==> src/rtl/dcr_pkg.sv <==
// Purpose: constants and types of the deserializer configuration bank
// Assumes: byte-wide registers, one-byte register index
// Notes: spread deviations are given in hundredths of a percent
package dcr_pkg;

  // ==========================================================
  // Register indices
  localparam logic [7:0] REG_CFG_ONE = 8'h00;
  localparam logic [7:0] REG_SLAVE_ADDR = 8'h01;
  localparam logic [7:0] REG_OUT_FEAT = 8'h02;
  localparam logic [7:0] REG_EQ_SPREAD = 8'h03;
  localparam int REG_COUNT = 4;

  // ==========================================================
  // Field positions
  localparam int LOW_FREQ_BIT = 7;
  localparam int OSS_BIT = 6;
  localparam int SLEEP_BIT = 1;
  localparam int REG_CTRL_BIT = 0;
  localparam int ADDR_SRC_BIT = 7;
  localparam int ADDR_MSB = 6;
  localparam int OEN_BIT = 7;
  localparam int SWING_BIT = 3;
  localparam int OSC_LSB = 0;
  localparam int RX_EQUALIZER_GAIN_LSB = 5;
  localparam int EQ_ON_BIT = 4;
  localparam int SPREAD_LSB = 0;

  // ==========================================================
  // Values after reset, and the register 0 value that hands control to registers
  localparam logic [7:0] RST_CFG_ONE = 8'h00;
  localparam logic [7:0] RST_SLAVE_ADDR = 8'h70;
  localparam logic [7:0] RST_OUT_FEAT = 8'h00;
  localparam logic [7:0] RST_EQ_SPREAD = 8'h00;
  localparam logic [7:0] REG_CTRL_ENABLE = 8'h01;

  // ==========================================================
  // Valid bus addresses, in strap decode order
  localparam logic [6:0] ADDR_ID0 = 7'h71;
  localparam logic [6:0] ADDR_ID1 = 7'h72;
  localparam logic [6:0] ADDR_ID2 = 7'h73;
  localparam logic [6:0] ADDR_ID3 = 7'h76;

  // ==========================================================
  // Spread modulation dividers and deviations
  localparam logic [11:0] DIV_NONE = 12'h000;
  localparam logic [11:0] DIV_2168 = 12'h878;
  localparam logic [11:0] DIV_1300 = 12'h514;
  localparam logic [11:0] DIV_625 = 12'h271;
  localparam logic [11:0] DIV_385 = 12'h181;
  localparam logic [7:0] DEV_000 = 8'h00;
  localparam logic [7:0] DEV_070 = 8'h46;
  localparam logic [7:0] DEV_090 = 8'h5A;
  localparam logic [7:0] DEV_120 = 8'h78;
  localparam logic [7:0] DEV_130 = 8'h82;
  localparam logic [7:0] DEV_157 = 8'h9D;
  localparam logic [7:0] DEV_170 = 8'hAA;
  localparam logic [7:0] DEV_180 = 8'hB4;
  localparam logic [7:0] DEV_190 = 8'hBE;
  localparam logic [7:0] DEV_220 = 8'hDC;
  localparam logic [7:0] DEV_230 = 8'hE6;

  // ==========================================================
  // Pin synchroniser depth
  localparam int SYNC_STAGES = 3;

  // ==========================================================
  // Configuration carried from straps or registers
  typedef struct packed {
    logic low_freq_range_sel;
    logic output_sleep_state_sel;
    logic output_drive_enable;
    logic output_swing_sel;
    logic [2:0] oscillator_freq_sel;
    logic rx_equalizer_on;
    logic [2:0] rx_equalizer_gain;
    logic [2:0] spread_profile_sel;
  } dcr_cfg_type;

  typedef struct packed {
    logic spread_on;
    logic [7:0] dev_hundredths;
    logic [11:0] mod_divider;
  } dcr_spread_type;

endpackage

==> src/rtl/dcr_regs.sv <==
// Purpose: configuration register bank of a serial video deserializer
// Assumes: a bus protocol engine on clk delivers byte accesses
// Notes: straps and power-down arrive from pins and are synchronised

// Overview of operation
// (RL1) Register 0 bit 7 picks spread range: 0 high band, 1 low band.
// (RL2) Register 0 bit 1 requests sleep; all register contents are kept.
// (RL3) Register 0 bit 0 picks straps or registers for all but address.
// (RL4) Register 1 bit 7 picks strap decode or register address.
// (RL5) Register 1 bits 6:0 hold address; only 71,72,73,76 hex valid.
// (RL6) Register 2 bit 7 drives or floats the video outputs.
// (RL7) Register 2 bit 3 selects 250 or 400 mV output swing.
// (RL8) High band codes 1-4: 0.9,1.2,1.9,2.3 percent at clock/2168.
// (RL9) High band codes 5-7: 0.7,1.3,1.57 percent at clock/1300.
// (RL10) Low band codes 1-4: 0.7,1.3,1.8,2.2 percent at clock/625.
// (RL11) Low band top codes: 1.2 and 1.7 percent at clock/385.
// (RL12) Register 0 resets to zero; writing 01h hands control to registers.
// (RL13) Power-down pin returns every register to its default.
// (RL14) Loss-of-stream sleep leaves all register contents unchanged.
// (RL15) Byte registers; reserved bits store and read back written value.
module dcr_regs (
  // Clock and reset
  input wire logic clk,
  input wire logic rst,
  // Register access from the bus engine
  input wire logic reg_wr,
  input wire logic reg_rd,
  input wire logic [7:0] reg_index,
  input wire logic [7:0] reg_wdata,
  output logic [7:0] reg_rdata,
  // Pins
  input wire logic power_down_n,
  input wire logic [1:0] addr_strap,
  input wire dcr_pkg::dcr_cfg_type strap_cfg,
  // Link state from the recovery logic
  input wire logic stream_lost,
  // Effective configuration
  output dcr_pkg::dcr_cfg_type cfg,
  output dcr_pkg::dcr_spread_type spread,
  output logic [6:0] slave_addr_value,
  output logic slave_addr_reserved,
  output logic sleep_req,
  output logic low_power
);

  // ==========================================================
  // Pin synchronisation
  localparam int CFG_W = $bits(dcr_pkg::dcr_cfg_type);
  localparam int PIN_W = CFG_W + 3;

  logic [PIN_W-1:0] pins_raw;
  logic [PIN_W-1:0] pins_sync;
  logic pd_n_s;
  logic [1:0] addr_strap_s;
  dcr_pkg::dcr_cfg_type strap_s;

  assign pins_raw = {power_down_n, addr_strap, strap_cfg};
  assign pd_n_s = pins_sync[PIN_W-1];
  assign addr_strap_s = pins_sync[PIN_W-2:PIN_W-3];
  assign strap_s = pins_sync[CFG_W-1:0];

  // Power-down reads as asserted until the pin is seen high
  dcr_pin_sync #(
    .WIDTH(PIN_W),
    .RESET_VAL('0)
  ) u_pin_sync (
    .clk(clk),
    .rst(rst),
    .pin_in(pins_raw),
    .pin_out(pins_sync)
  );

  // ==========================================================
  // Register file
  logic [dcr_pkg::REG_COUNT-1:0][7:0] regs_q, regs_d;
  logic [7:0] rdata_q, rdata_d;
  logic idx_mapped;

  assign idx_mapped = (reg_index[7:2] == 6'h00);

  always_comb begin
    regs_d = regs_q;
    rdata_d = rdata_q;
    if (!pd_n_s) begin
      // Power-down wipes the bank and blocks writes [RL13]
      regs_d[dcr_pkg::REG_CFG_ONE[1:0]] = dcr_pkg::RST_CFG_ONE; // [RL12]
      regs_d[dcr_pkg::REG_SLAVE_ADDR[1:0]] = dcr_pkg::RST_SLAVE_ADDR;
      regs_d[dcr_pkg::REG_OUT_FEAT[1:0]] = dcr_pkg::RST_OUT_FEAT;
      regs_d[dcr_pkg::REG_EQ_SPREAD[1:0]] = dcr_pkg::RST_EQ_SPREAD;
    end else if (reg_wr && idx_mapped) begin
      // Whole byte stored, reserved bits included [RL15]
      regs_d[reg_index[1:0]] = reg_wdata;
    end
    // Stream loss is not looked at here, so contents survive it [RL14]
    if (reg_rd) begin
      rdata_d = idx_mapped ? regs_q[reg_index[1:0]] : 8'h00; // [RL15]
    end
  end

  always_ff @(posedge clk or posedge rst) begin
    if (rst) begin
      regs_q[dcr_pkg::REG_CFG_ONE[1:0]] <= dcr_pkg::RST_CFG_ONE; // [RL12]
      regs_q[dcr_pkg::REG_SLAVE_ADDR[1:0]] <= dcr_pkg::RST_SLAVE_ADDR;
      regs_q[dcr_pkg::REG_OUT_FEAT[1:0]] <= dcr_pkg::RST_OUT_FEAT;
      regs_q[dcr_pkg::REG_EQ_SPREAD[1:0]] <= dcr_pkg::RST_EQ_SPREAD;
      rdata_q <= 8'h00;
    end else begin
      regs_q <= regs_d;
      rdata_q <= rdata_d;
    end
  end

  assign reg_rdata = rdata_q;

  // ==========================================================
  // Configuration source selection
  logic [7:0] r0, r1, r2, r3;
  dcr_pkg::dcr_cfg_type cfg_reg, cfg_sel;

  assign r0 = regs_q[dcr_pkg::REG_CFG_ONE[1:0]];
  assign r1 = regs_q[dcr_pkg::REG_SLAVE_ADDR[1:0]];
  assign r2 = regs_q[dcr_pkg::REG_OUT_FEAT[1:0]];
  assign r3 = regs_q[dcr_pkg::REG_EQ_SPREAD[1:0]];

  always_comb begin
    cfg_reg.low_freq_range_sel = r0[dcr_pkg::LOW_FREQ_BIT]; // [RL1]
    cfg_reg.output_sleep_state_sel = r0[dcr_pkg::OSS_BIT];
    cfg_reg.output_drive_enable = r2[dcr_pkg::OEN_BIT]; // [RL6]
    cfg_reg.output_swing_sel = r2[dcr_pkg::SWING_BIT]; // [RL7]
    cfg_reg.oscillator_freq_sel = r2[dcr_pkg::OSC_LSB +: 3];
    cfg_reg.rx_equalizer_on = r3[dcr_pkg::EQ_ON_BIT];
    cfg_reg.rx_equalizer_gain = r3[dcr_pkg::RX_EQUALIZER_GAIN_LSB +: 3];
    cfg_reg.spread_profile_sel = r3[dcr_pkg::SPREAD_LSB +: 3];
    // Straps rule until software sets the control bit [RL3] [RL12]
    cfg_sel = r0[dcr_pkg::REG_CTRL_BIT] ? cfg_reg : strap_s;
  end

  // ==========================================================
  // Spread profile decode
  dcr_pkg::dcr_spread_type spread_sel;

  always_comb begin
    spread_sel.spread_on = (cfg_sel.spread_profile_sel != 3'h0);
    spread_sel.dev_hundredths = dcr_pkg::DEV_000;
    spread_sel.mod_divider = dcr_pkg::DIV_NONE;
    if (!cfg_sel.low_freq_range_sel) begin
      case (cfg_sel.spread_profile_sel)
        3'h1: begin
          spread_sel.dev_hundredths = dcr_pkg::DEV_090; // [RL8]
          spread_sel.mod_divider = dcr_pkg::DIV_2168;
        end
        3'h2: begin
          spread_sel.dev_hundredths = dcr_pkg::DEV_120; // [RL8]
          spread_sel.mod_divider = dcr_pkg::DIV_2168;
        end
        3'h3: begin
          spread_sel.dev_hundredths = dcr_pkg::DEV_190; // [RL8]
          spread_sel.mod_divider = dcr_pkg::DIV_2168;
        end
        3'h4: begin
          spread_sel.dev_hundredths = dcr_pkg::DEV_230; // [RL8]
          spread_sel.mod_divider = dcr_pkg::DIV_2168;
        end
        3'h5: begin
          spread_sel.dev_hundredths = dcr_pkg::DEV_070; // [RL9]
          spread_sel.mod_divider = dcr_pkg::DIV_1300;
        end
        3'h6: begin
          spread_sel.dev_hundredths = dcr_pkg::DEV_130; // [RL9]
          spread_sel.mod_divider = dcr_pkg::DIV_1300;
        end
        3'h7: begin
          spread_sel.dev_hundredths = dcr_pkg::DEV_157; // [RL9]
          spread_sel.mod_divider = dcr_pkg::DIV_1300;
        end
        default: begin
          spread_sel.dev_hundredths = dcr_pkg::DEV_000; // [RL8]
          spread_sel.mod_divider = dcr_pkg::DIV_NONE;
        end
      endcase
    end else begin
      case (cfg_sel.spread_profile_sel)
        3'h1: begin
          spread_sel.dev_hundredths = dcr_pkg::DEV_070; // [RL10]
          spread_sel.mod_divider = dcr_pkg::DIV_625;
        end
        3'h2: begin
          spread_sel.dev_hundredths = dcr_pkg::DEV_130; // [RL10]
          spread_sel.mod_divider = dcr_pkg::DIV_625;
        end
        3'h3: begin
          spread_sel.dev_hundredths = dcr_pkg::DEV_180; // [RL10]
          spread_sel.mod_divider = dcr_pkg::DIV_625;
        end
        3'h4: begin
          spread_sel.dev_hundredths = dcr_pkg::DEV_220; // [RL10]
          spread_sel.mod_divider = dcr_pkg::DIV_625;
        end
        3'h5: begin
          // Code 5 of the low band shares the clock/385 rate
          spread_sel.dev_hundredths = dcr_pkg::DEV_070;
          spread_sel.mod_divider = dcr_pkg::DIV_385;
        end
        3'h6: begin
          spread_sel.dev_hundredths = dcr_pkg::DEV_120; // [RL11]
          spread_sel.mod_divider = dcr_pkg::DIV_385;
        end
        3'h7: begin
          spread_sel.dev_hundredths = dcr_pkg::DEV_170; // [RL11]
          spread_sel.mod_divider = dcr_pkg::DIV_385;
        end
        default: begin
          spread_sel.dev_hundredths = dcr_pkg::DEV_000; // [RL10]
          spread_sel.mod_divider = dcr_pkg::DIV_NONE;
        end
      endcase
    end
  end

  // ==========================================================
  // Bus address selection, never taken over by the control bit
  logic [6:0] strap_addr, addr_sel;
  logic addr_bad;

  always_comb begin
    case (addr_strap_s)
      2'h0: strap_addr = dcr_pkg::ADDR_ID0;
      2'h1: strap_addr = dcr_pkg::ADDR_ID1;
      2'h2: strap_addr = dcr_pkg::ADDR_ID2;
      default: strap_addr = dcr_pkg::ADDR_ID3;
    endcase
    addr_sel = r1[dcr_pkg::ADDR_SRC_BIT] ?
      r1[dcr_pkg::ADDR_MSB:0] : strap_addr; // [RL4]
    // Reserved codes are flagged, not blocked, so software can recover
    addr_bad = (addr_sel != dcr_pkg::ADDR_ID0) &&
      (addr_sel != dcr_pkg::ADDR_ID1) &&
      (addr_sel != dcr_pkg::ADDR_ID2) &&
      (addr_sel != dcr_pkg::ADDR_ID3); // [RL5]
  end

  // ==========================================================
  // Registered outputs
  dcr_pkg::dcr_cfg_type cfg_q;
  dcr_pkg::dcr_spread_type spread_q;
  logic [6:0] addr_q;
  logic addr_bad_q, sleep_q, low_power_q;
  logic sleep_d, low_power_d;

  always_comb begin
    sleep_d = r0[dcr_pkg::SLEEP_BIT]; // [RL2]
    // Either sleep keeps the bank as it is [RL2] [RL14]
    low_power_d = sleep_d | stream_lost | ~pd_n_s;
  end

  always_ff @(posedge clk or posedge rst) begin
    if (rst) begin
      cfg_q <= '0;
      spread_q <= '0;
      addr_q <= dcr_pkg::ADDR_ID0;
      addr_bad_q <= 1'b0;
      sleep_q <= 1'b0;
      low_power_q <= 1'b1;
    end else begin
      cfg_q <= cfg_sel;
      spread_q <= spread_sel;
      addr_q <= addr_sel;
      addr_bad_q <= addr_bad;
      sleep_q <= sleep_d;
      low_power_q <= low_power_d;
    end
  end

  assign cfg = cfg_q;
  assign spread = spread_q;
  assign slave_addr_value = addr_q;
  assign slave_addr_reserved = addr_bad_q;
  assign sleep_req = sleep_q;
  assign low_power = low_power_q;

endmodule

==> src/rtl/dcr_pin_sync.sv <==
// Purpose: three-stage synchroniser with agreement filter for pins
// Assumes: inputs are asynchronous to clk
// Notes: a change is taken once stages two and three agree
module dcr_pin_sync #(
  parameter int WIDTH = 1,
  parameter logic [WIDTH-1:0] RESET_VAL = '0
) (
  // Clock and reset
  input wire logic clk,
  input wire logic rst,
  // Pins and filtered result
  input wire logic [WIDTH-1:0] pin_in,
  output logic [WIDTH-1:0] pin_out
);

  // ==========================================================
  // Per-bit chain
  genvar gi;
  generate
    for (gi = 0; gi < WIDTH; gi++) begin : g_bit
      logic s1_q, s2_q, s3_q, out_q;
      logic out_d;
      always_comb begin
        // First stage feeds only the second stage
        out_d = (s2_q == s3_q) ? s3_q : out_q;
      end
      always_ff @(posedge clk or posedge rst) begin
        if (rst) begin
          s1_q <= RESET_VAL[gi];
          s2_q <= RESET_VAL[gi];
          s3_q <= RESET_VAL[gi];
          out_q <= RESET_VAL[gi];
        end else begin
          s1_q <= pin_in[gi];
          s2_q <= s1_q;
          s3_q <= s2_q;
          out_q <= out_d;
        end
      end
      assign pin_out[gi] = out_q;
    end
  endgenerate

endmodule

==> config.mk <==
export PLATFORM = sky130hd
export DESIGN_NAME = dcr_regs
export DESIGN_NICKNAME = d
export VERILOG_FILES = /design/src/rtl/dcr_pkg.sv /design/src/rtl/dcr_regs.sv /design/src/rtl/dcr_pin_sync.sv
export SDC_FILE = /design/constraint.sdc
export NUM_CORES = 1
export LEC_CHECK = 0
export BUFFER_PORTS_ARGS = -buffer_cell sky130_fd_sc_hd__clkbuf_2
export CAP_MARGIN = 20
export CORE_MARGIN = 2
export CORE_UTILIZATION = 50
export CTS_CLUSTER_DIAMETER = 80
export DETAILED_ROUTE_END_ITERATION = 8
export PLACE_DENSITY_LB_ADDON = 0.3
export SLEW_MARGIN = 15
export SYNTH_ARGS = -nofsm -noshare
export SYNTH_HDL_FRONTEND = slang
export SYNTH_HIERARCHICAL = 1
export SYNTH_SLANG_ARGS = --single-unit
==> constraint.sdc <==
create_clock -name clk -period 2.8 [get_ports clk]
set_clock_uncertainty 0.1 [all_clocks]
set_input_delay 0.56 -clock clk [delete_from_list [all_inputs] [get_ports clk]]
set_output_delay 0.56 -clock clk [all_outputs]
set_load 0.05 [all_outputs]
Word-level counts from Yosys, hierarchy flattened
Cells that the tools add are included.
- bits in registers: 153
- bits of input ports: 38
- $lt $le $gt $ge: 2
- equal/unequal tests: 31
- mux-type cells: 14
- bitwise logic cells: 3
- reduce and logical (&&, ||, !) cells: 8
- operators with widths (operator ; count):
    case mux 20 bit (7 select lines) ; 2
    2-to-1 mux 32 bit ; 2
    bitwise mux 32 bit ; 1
    inequality test 7 bit, second input constant ; 4
    2-to-1 mux 8 bit ; 3
    2-to-1 mux 20 bit ; 1
    equality test 1 bit ; 17
    binary-select mux 8 bit (select 2 bit) ; 1
    demux 8 bit (select 2 bit) ; 1
    2-to-1 mux 14 bit ; 1
    equality test 3 bit, second input constant ; 4
    case mux 3 bit (3 select lines) ; 1
    2-to-1 mux 7 bit ; 1
    equality test 3 x 2 -> 1 bit, second input constant ; 2
    logical NOT 6 bit ; 1
    logical AND 1 bit ; 5
    equality test 3 x 1 -> 1 bit, second input constant ; 1
    < comparator 2 x 3 -> 1 bit, second input constant ; 1
    nonzero test 3 bit ; 1
    equality test 2 x 1 -> 1 bit, second input constant ; 1
    equality test 2 bit, second input constant ; 1
    >= comparator 2 x 1 -> 1 bit, second input constant ; 1
    logical NOT 2 bit ; 1
    inequality test 2 bit, second input constant ; 1
    other kinds (2) ; 3

Longest topological paths before layout
Gate-level depths: netlist of the first run.
- depth in word-level cells: 7
- gate-level depth with buffers: 6

Cells and area by module
Netlist of the first run, hierarchy kept.
- modules (own cells, without submodules) (module ; times used ; cells an instance ; area each (um^2)):
    dcr_regs ; 1 ; 279 ; 3545.9
    dcr_pin_sync ; 1 ; 103 ; 2024.4

Worst setup path before layout of the first run
OpenSTA, ideal clock, no wires.
- kind: input port to flip-flop
- start: in reg_index[1]
- end: reg rdata_q[4], in the netlist reg_rdata[4]
- setup time: 0.121 ns
- arrival: 1.470 ns
- required time: 2.579 ns
- slack: 1.109 ns
- stages: 3
- path buffers: 1
- cells stage by stage: buf_2 mux4_2 a22o_1
- longest elaborated chain between the ends: 3
- ends and longest elaborated chain (element ; RTL line ; source):
    from (decl) ; dcr_regs.sv:28 ; input wire logic [7:0] reg_index,
    binary-select mux 8 bit (select 2 bit) ; dcr_regs.sv:96 ; rdata_d = idx_mapped ? regs_q[reg_index[1:0]] : 8'h00;
    2-to-1 mux 8 bit (implied by the code) ; dcr_regs.sv:96 ;
    2-to-1 mux 8 bit ; dcr_regs.sv:96 ;
    to (signal assigned) ; dcr_regs.sv:109 ; rdata_q <= rdata_d;
    to (decl) ; dcr_regs.sv:76 ; logic [7:0] rdata_q, rdata_d;
Every way passes these cells. The select of a mux whose other input is x is not followed.
A chain may end at the register's enable or synchronous reset.

==> qor.txt, run 1 <==
run status = finished clean
Top FF cell, synth = dfrtp_1
cell area power density = 774 nW/um^2
I/O pin total = 91
crit path DAT = 2420 ps
H-tree lvl count = 4
FP Rows = 38
largest net degree at the start of global routing = 56
synth top area cells = dfrtp_1 63%, mux2i_1 6.3%, dfstp_2 3.8%, maj3_2 3.4%, mux4_2 3.2%
initial DRC count = 217
Startpoint Class = register
FF-to-FF path depth = 4
Internal Power = 3.77 mW
share of cells above drive strength 1 = 39.0%
vias in the first global route = 3156
Critical Path Sink Type = register
Hold Crit Class = in2reg
Post-synth EDFFs = 0
clock sinks = 149
post-synth top area share = 63.3%
post-layout instance area = 6610 sq um
setup TNS = 0 ps
worst-margin pin slew = 650 ps
cell area after synthesis = 5570 sq um
clk_lat worst skew = 520 ps
sequential-to-total area share from yosys stat = 67.1%
Synth cell types = 44
GRT overflow = 0
hold endpoint = u_pin_sync/g_bit[11].s1_q
WL final = 9810 um
DRC = 0
crit-path max FO = 14
Hold Path Origin = strap_cfg[11]
Seq pwr share = 45.7%
fillers = 827
f_max = 0.479 GHz
Synth Area per Inst = 14.6 sq um
DRT Pass-1 Iters = 4
Reg2Reg Setup Slack = 710 ps
global-route wire length before repair = 15900 um
Rel. slew slack = 56.6%
GR Util All Layers = 17.8%
Final Hold Viols = 0
Seq cells post-synth = 149
Switching Power = 1.35 mW
Lkg Pwr = 3.16 nW
Cells after Synth = 382
nets@finish = 497
chip height = 110 um
synth warn = 6
period utilisation layout = 74.6%
RSZ-0062 raised after global routing = false
number of max-cap violations = 0
Setup Viol. Count Final = 0
Hold Crit Depth = 1
Longest Clk Path Bufs = 2
DR vias = 3127
Initial Utilization = 51.4%
number of port buffers = 89
Placer Congestion = 0.804
antenna cell count = 0
Final ANT Viol Nets = 0
CTS root buf = clkbuf_8
Synth Net Count = 420
CTS resizes = 0
clock slew at the register clock pins of the worst setup and hold paths = 60 ps
CORE AREA = 10800 sq um
sw frac = 26.3%
pre-CTS WS = 592 ps
initial antenna violation count = 0
CTS tree = done
area post-placement = 6010 sq um
Clock power frac = 42.9%
async set-or-reset flop fraction in the synthesized netlist = 100%
Final Slew Violations = 0
Routed WL per cell = 16.0 um
cts bufs inserted = 17
FF-to-FF End = spread[9]
Worst Path Required = 3140 ps
DR vias/cell = 5.11
Die Width = 110 um
Final Worst Setup Slack = 712 ps
combinational fraction of design power = 11.4%
post-detail-place hpwl = 6490 um
Reg-to-Reg Start = r0[0]
cell taking the most area after synthesis = dfrtp_1
Max VDD drop = 369 uV
Die ar. = 12000 sq um
worst setup path category = reg2reg
Final min period = 2090 ps
Layout area overhead = 18.6%
==> per-stage QoR <==
stage | total power [mW] | cells | hold slack [ps] | utilization, %
after floorplan | 2.85 | 382 | 231 | -
after detailed placement | 2.96 | 579 | 235 | 55.5
after CTS | 5.15 | 612 | 22.3 | 60.9
after global routing | 5.31 | 612 | 22.0 | 60.9
final | 5.11 | 612 | 43.9 | 60.9
after global placement | 2.95 | 579 | 231 | 55.5
==> synth_stat cells, types with 2 or more instances <==
cell and n:
dfrtp_1 141, nand2_1 44, mux2i_1 35, buf_4 23, maj3_2 17, mux2_2 10, a22o_1 8, buf_2 8
dfstp_2 8, mux4_2 8, nor3_1 8, inv_1 7, clkbuf_1 6, nor2b_1 6, a21oi_1 5, nor2_1 5
o21ai_0 5, nand2b_1 3, nand4b_1 3, o211ai_1 3, buf_6 2, mux2i_4 2, nand3_1 2, nor3_2 2
or3_1 2
==> cells in the final DEF, fill, tap and decap left out, types with 2 or more instances in the layout <==
cell type   instances
nor2_1              5
bufinv_16           2
clkinvlp_4          4
o21ai_0             5
or3_1               2
nand3_1             2
nand2b_1            3
nor3_2              2
inv_2               2
inv_1               5
dfstp_2             8
mux2i_1            35
clkbuf_16          16
maj3_2             17
nand4b_1            3
mux2i_4             2
a21oi_1             5
nor3_1              8
buf_4               5
mux2_2             10
mux4_2              8
o211ai_1            3
nor2b_1             6
clkinv_2            5
clkbuf_8            4
clkbuf_2           89
buf_12              2
dfrtp_1           141
a22o_1              8
nand2_1            44
==> cell type report <==
class                           instances  area [sq um]  share of cell area (%)
Clock buffer                           20           455                    6.90
Inverter                                9          35.0                   0.530
Sequential cell                       149          3740                    56.6
Multi-Input combinational cell        185          1540                    23.3
Tap cell                              140           175                    2.65
Clock inverter                         12           128                    1.93
Timing Repair Buffer                   97           533                    8.07
==> how the worst max path moves through the flow <==
stage	start	end	slack (ps)	cells after the start
after CTS	r0[0]	spread[15]	730	4
after detailed placement	reg_index[3]	r3[1]	590	4
after floorplan	rst	cfg[0]	70	1
after global routing	r0[0]	spread[15]	580	4
final	r0[0]	spread[9]	710	4
after global placement	reg_index[3]	r3[0]	700	4
==> layer usage <==
metal	track usage, %	part of all wire [%]	up-vias
met5	0	0	-
met4	6.60	1.1	0
met3	4.80	5.9	11
met2	26.1	47	107
met1	25.7	46	1562
li1	-	-	1447
==> cells by family (layout without fill, tap and decap cells) <==
logic type	count (synthesis)	after routing	synth area share (%)
flops	149	149	67.1
simple gates	84	84	8.09
mux	56	56	12.6
buf+inv	48	138	5.23
compound gates	27	27	3.46
fa+ha+maj	17	17	3.44
other cells	1	1	0.0673
==> power groups by stage <==
stage | sequential, mW | clock [mW] | combinational (mW)
after floorplan | 2.58 | 0 | 0.269
after global placement | 2.37 | 0 | 0.578
after detailed placement | 2.38 | 0 | 0.589
after CTS | 2.34 | 2.23 | 0.591
after global routing | 2.35 | 2.33 | 0.630
final | 2.34 | 2.19 | 0.585
==> critical path: stages (launching register included) <==
cell,delay [ps]
dfrtp_1,620
mux2i_4,510
inv_1,300
and3_1,290
nor3_2,190
==> repair_timing <==
action	CTS	global route
endpoints found under the setup margin	0	0
hold buffers	1	0
hold endpoints to repair	13	0
setup buffers	0	0
Power figures use the tool's default switching activity.
==> run 2: changes to the inputs <==
- CORE_UTILIZATION: 50 -> 55
- clock period: 2.8 -> 2.1 ns (I/O delays scaled with it)
==> run 2 against run 1 <==
Against the previous run:
- cell area is 3.4% higher
- wire length is 0.37% higher
- first-iteration DRC count decreased by 18%
- critical endpoint is now spread[17]
==> qor.txt, run 2 (synthesis results as in run 1) <==
antenna cell count = 0
Most Used Layer, Global Route = met2
Final Slew Violations = 0
f_max = 0.530 GHz
RSZ-0062 raised after global routing = false
Core Util, Final = 69.5%
number of max-cap violations = 0
clock slew at the register clock pins of the worst setup and hold paths = 70 ps
I/O pin total = 91
Placer Congestion = 0.785
CTS resizes = 0
FF-to-FF End = spread[17]
setup TNS = 0 ps
Hold Crit Class = in2reg
clock sinks = 149
CTS root buf = clkbuf_8
chip height = 105 um
worst setup path category = reg2reg
critical path's largest stage delay = 600 ps
GRT met1 Usage = 27.2%
Die Width = 105 um
pre-CTS WS = 226 ps
post-detail-place hpwl = 6320 um
number of port buffers = 89
cts bufs inserted = 17
GR Layer Usage met2 = 30.2%
FP Rows = 36
nets@finish = 518
vias in the first global route = 3194
Worst Path Required = 2390 ps
GR Util All Layers = 19.9%
crit-path max FO = 8
crit path cell chain = mux2i_2 > nor3_1 > or3_1
DR vias = 3242
GRT overflow = 0
Hold Crit Depth = 3
Die ar. = 10900 sq um
cell area power density = 1020 nW/um^2
DRC = 0
global-route wire length before repair = 16400 um
Setup Viol. Count Final = 0
WL final = 9850 um
H-tree lvl count = 4
most frequent cells in the layout = 141 x dfrtp_1, 89 x clkbuf_2, 44 x nand2_1
run status = finished clean
Final Hold Viols = 0
Final Worst Setup Slack = 212 ps
hold endpoint = r1[6]
crit path DAT = 2180 ps
clk_lat worst skew = 530 ps
largest net degree at the start of global routing = 82
leading cell type in the layout, fill and taps excluded = dfrtp_1
initial antenna violation count = 0
Final min period = 1890 ps
share of cells above drive strength 1 = 37.7%
Hold Path Origin = reg_wdata[6]
Startpoint Class = register
worst-margin pin slew = 531 ps
DRT Pass-1 Iters = 4
Slowest-stage cell, CP = dfrtp_1
Longest Clk Path Bufs = 2
Max VDD drop = 646 uV
Initial Utilization = 56.7%
Critical Path Sink Type = register
Final ANT Viol Nets = 0
Layout area overhead = 22.6%
Reg-to-Reg Start = r0[0]
CTS tree = done
Hold Slack = 52.4 ps
Reg2Reg Setup Slack = 210 ps
CORE AREA = 9820 sq um
Rel. slew slack = 64.5%
Lkg Pwr = 3.25 nW
period utilisation layout = 89.9%
DR vias/cell = 5.18
initial DRC count = 177
FF-to-FF path depth = 3
Routed WL per cell = 15.7 um
GR Util met3 = 6.05%
-- run 2: changes by cell type in the layout (fill, tap and decap cells not counted), moves of 2 or more --
cell,before,now
inv_6,1,4
clkbuf_8,4,2
dlygate4sd3_1,1,19
clkinv_2,5,0
clkinvlp_4,4,6
buf_4,5,8
-- run 2: stage by stage --
stage / cell area, sq um / cells / power (mW)
floorplan: 5580 / 382 / 3.80
global placement: 6030 / 575 / 3.93
detailed placement: 6030 / 575 / 3.95
CTS: 6830 / 626 / 7.03
global route: 6830 / 626 / 7.24
finish: 6830 / 626 / 6.96
-- run 2: routing by layer --
metal	part of all wire, %	up-vias
met3	5.5	17
met4	1.6	0
met1	46	1623
met5	0	-
met2	47	114
li1	-	1488
-- run 2: power by group --
| part | switching [mW] | internal [mW] |
|---|---|---|
| logic | 0.583 | 0.228 |
| registers | 0.0745 | 3.04 |
| clock network | 1.17 | 1.86 |
-- run 2: worst max path at each step --
stage / from / endpoint / slack [ps] / cells past startpoint
after floorplan: reg_index[1] / reg_rdata[4] / 550 / 3
after global placement: reg_index[5] / reg_rdata[3] / 290 / 4
after detailed placement: reg_index[3] / r3[3] / 230 / 5
after CTS: r0[0] / spread[17] / 230 / 3
after global routing: r0[0] / spread[17] / 110 / 3
final: r0[0] / spread[17] / 210 / 3
-- run 2: area by class of cell --
cell class | count | area (sq um)
clock buffer | 19 | 432
clock inverter | 13 | 173
fill | 705 | 2990
inverter | 9 | 41.3
multi-input combinational | 185 | 1540
sequential | 149 | 3740
tap | 133 | 166
timing repair buffer | 118 | 736
-- run 2: critical path, delay by kind of cell, from the launching register on --
family	cells	cell delay [ps]
AND/OR/NAND/NOR	2	540
multiplexers	1	510
flip-flops	1	600
-- run 2: timing repair --
action | in CTS | in global routing
hold buffers | 19 | 0
buffers inserted | 0 | 0
hold endpoints to repair | 115 | 0
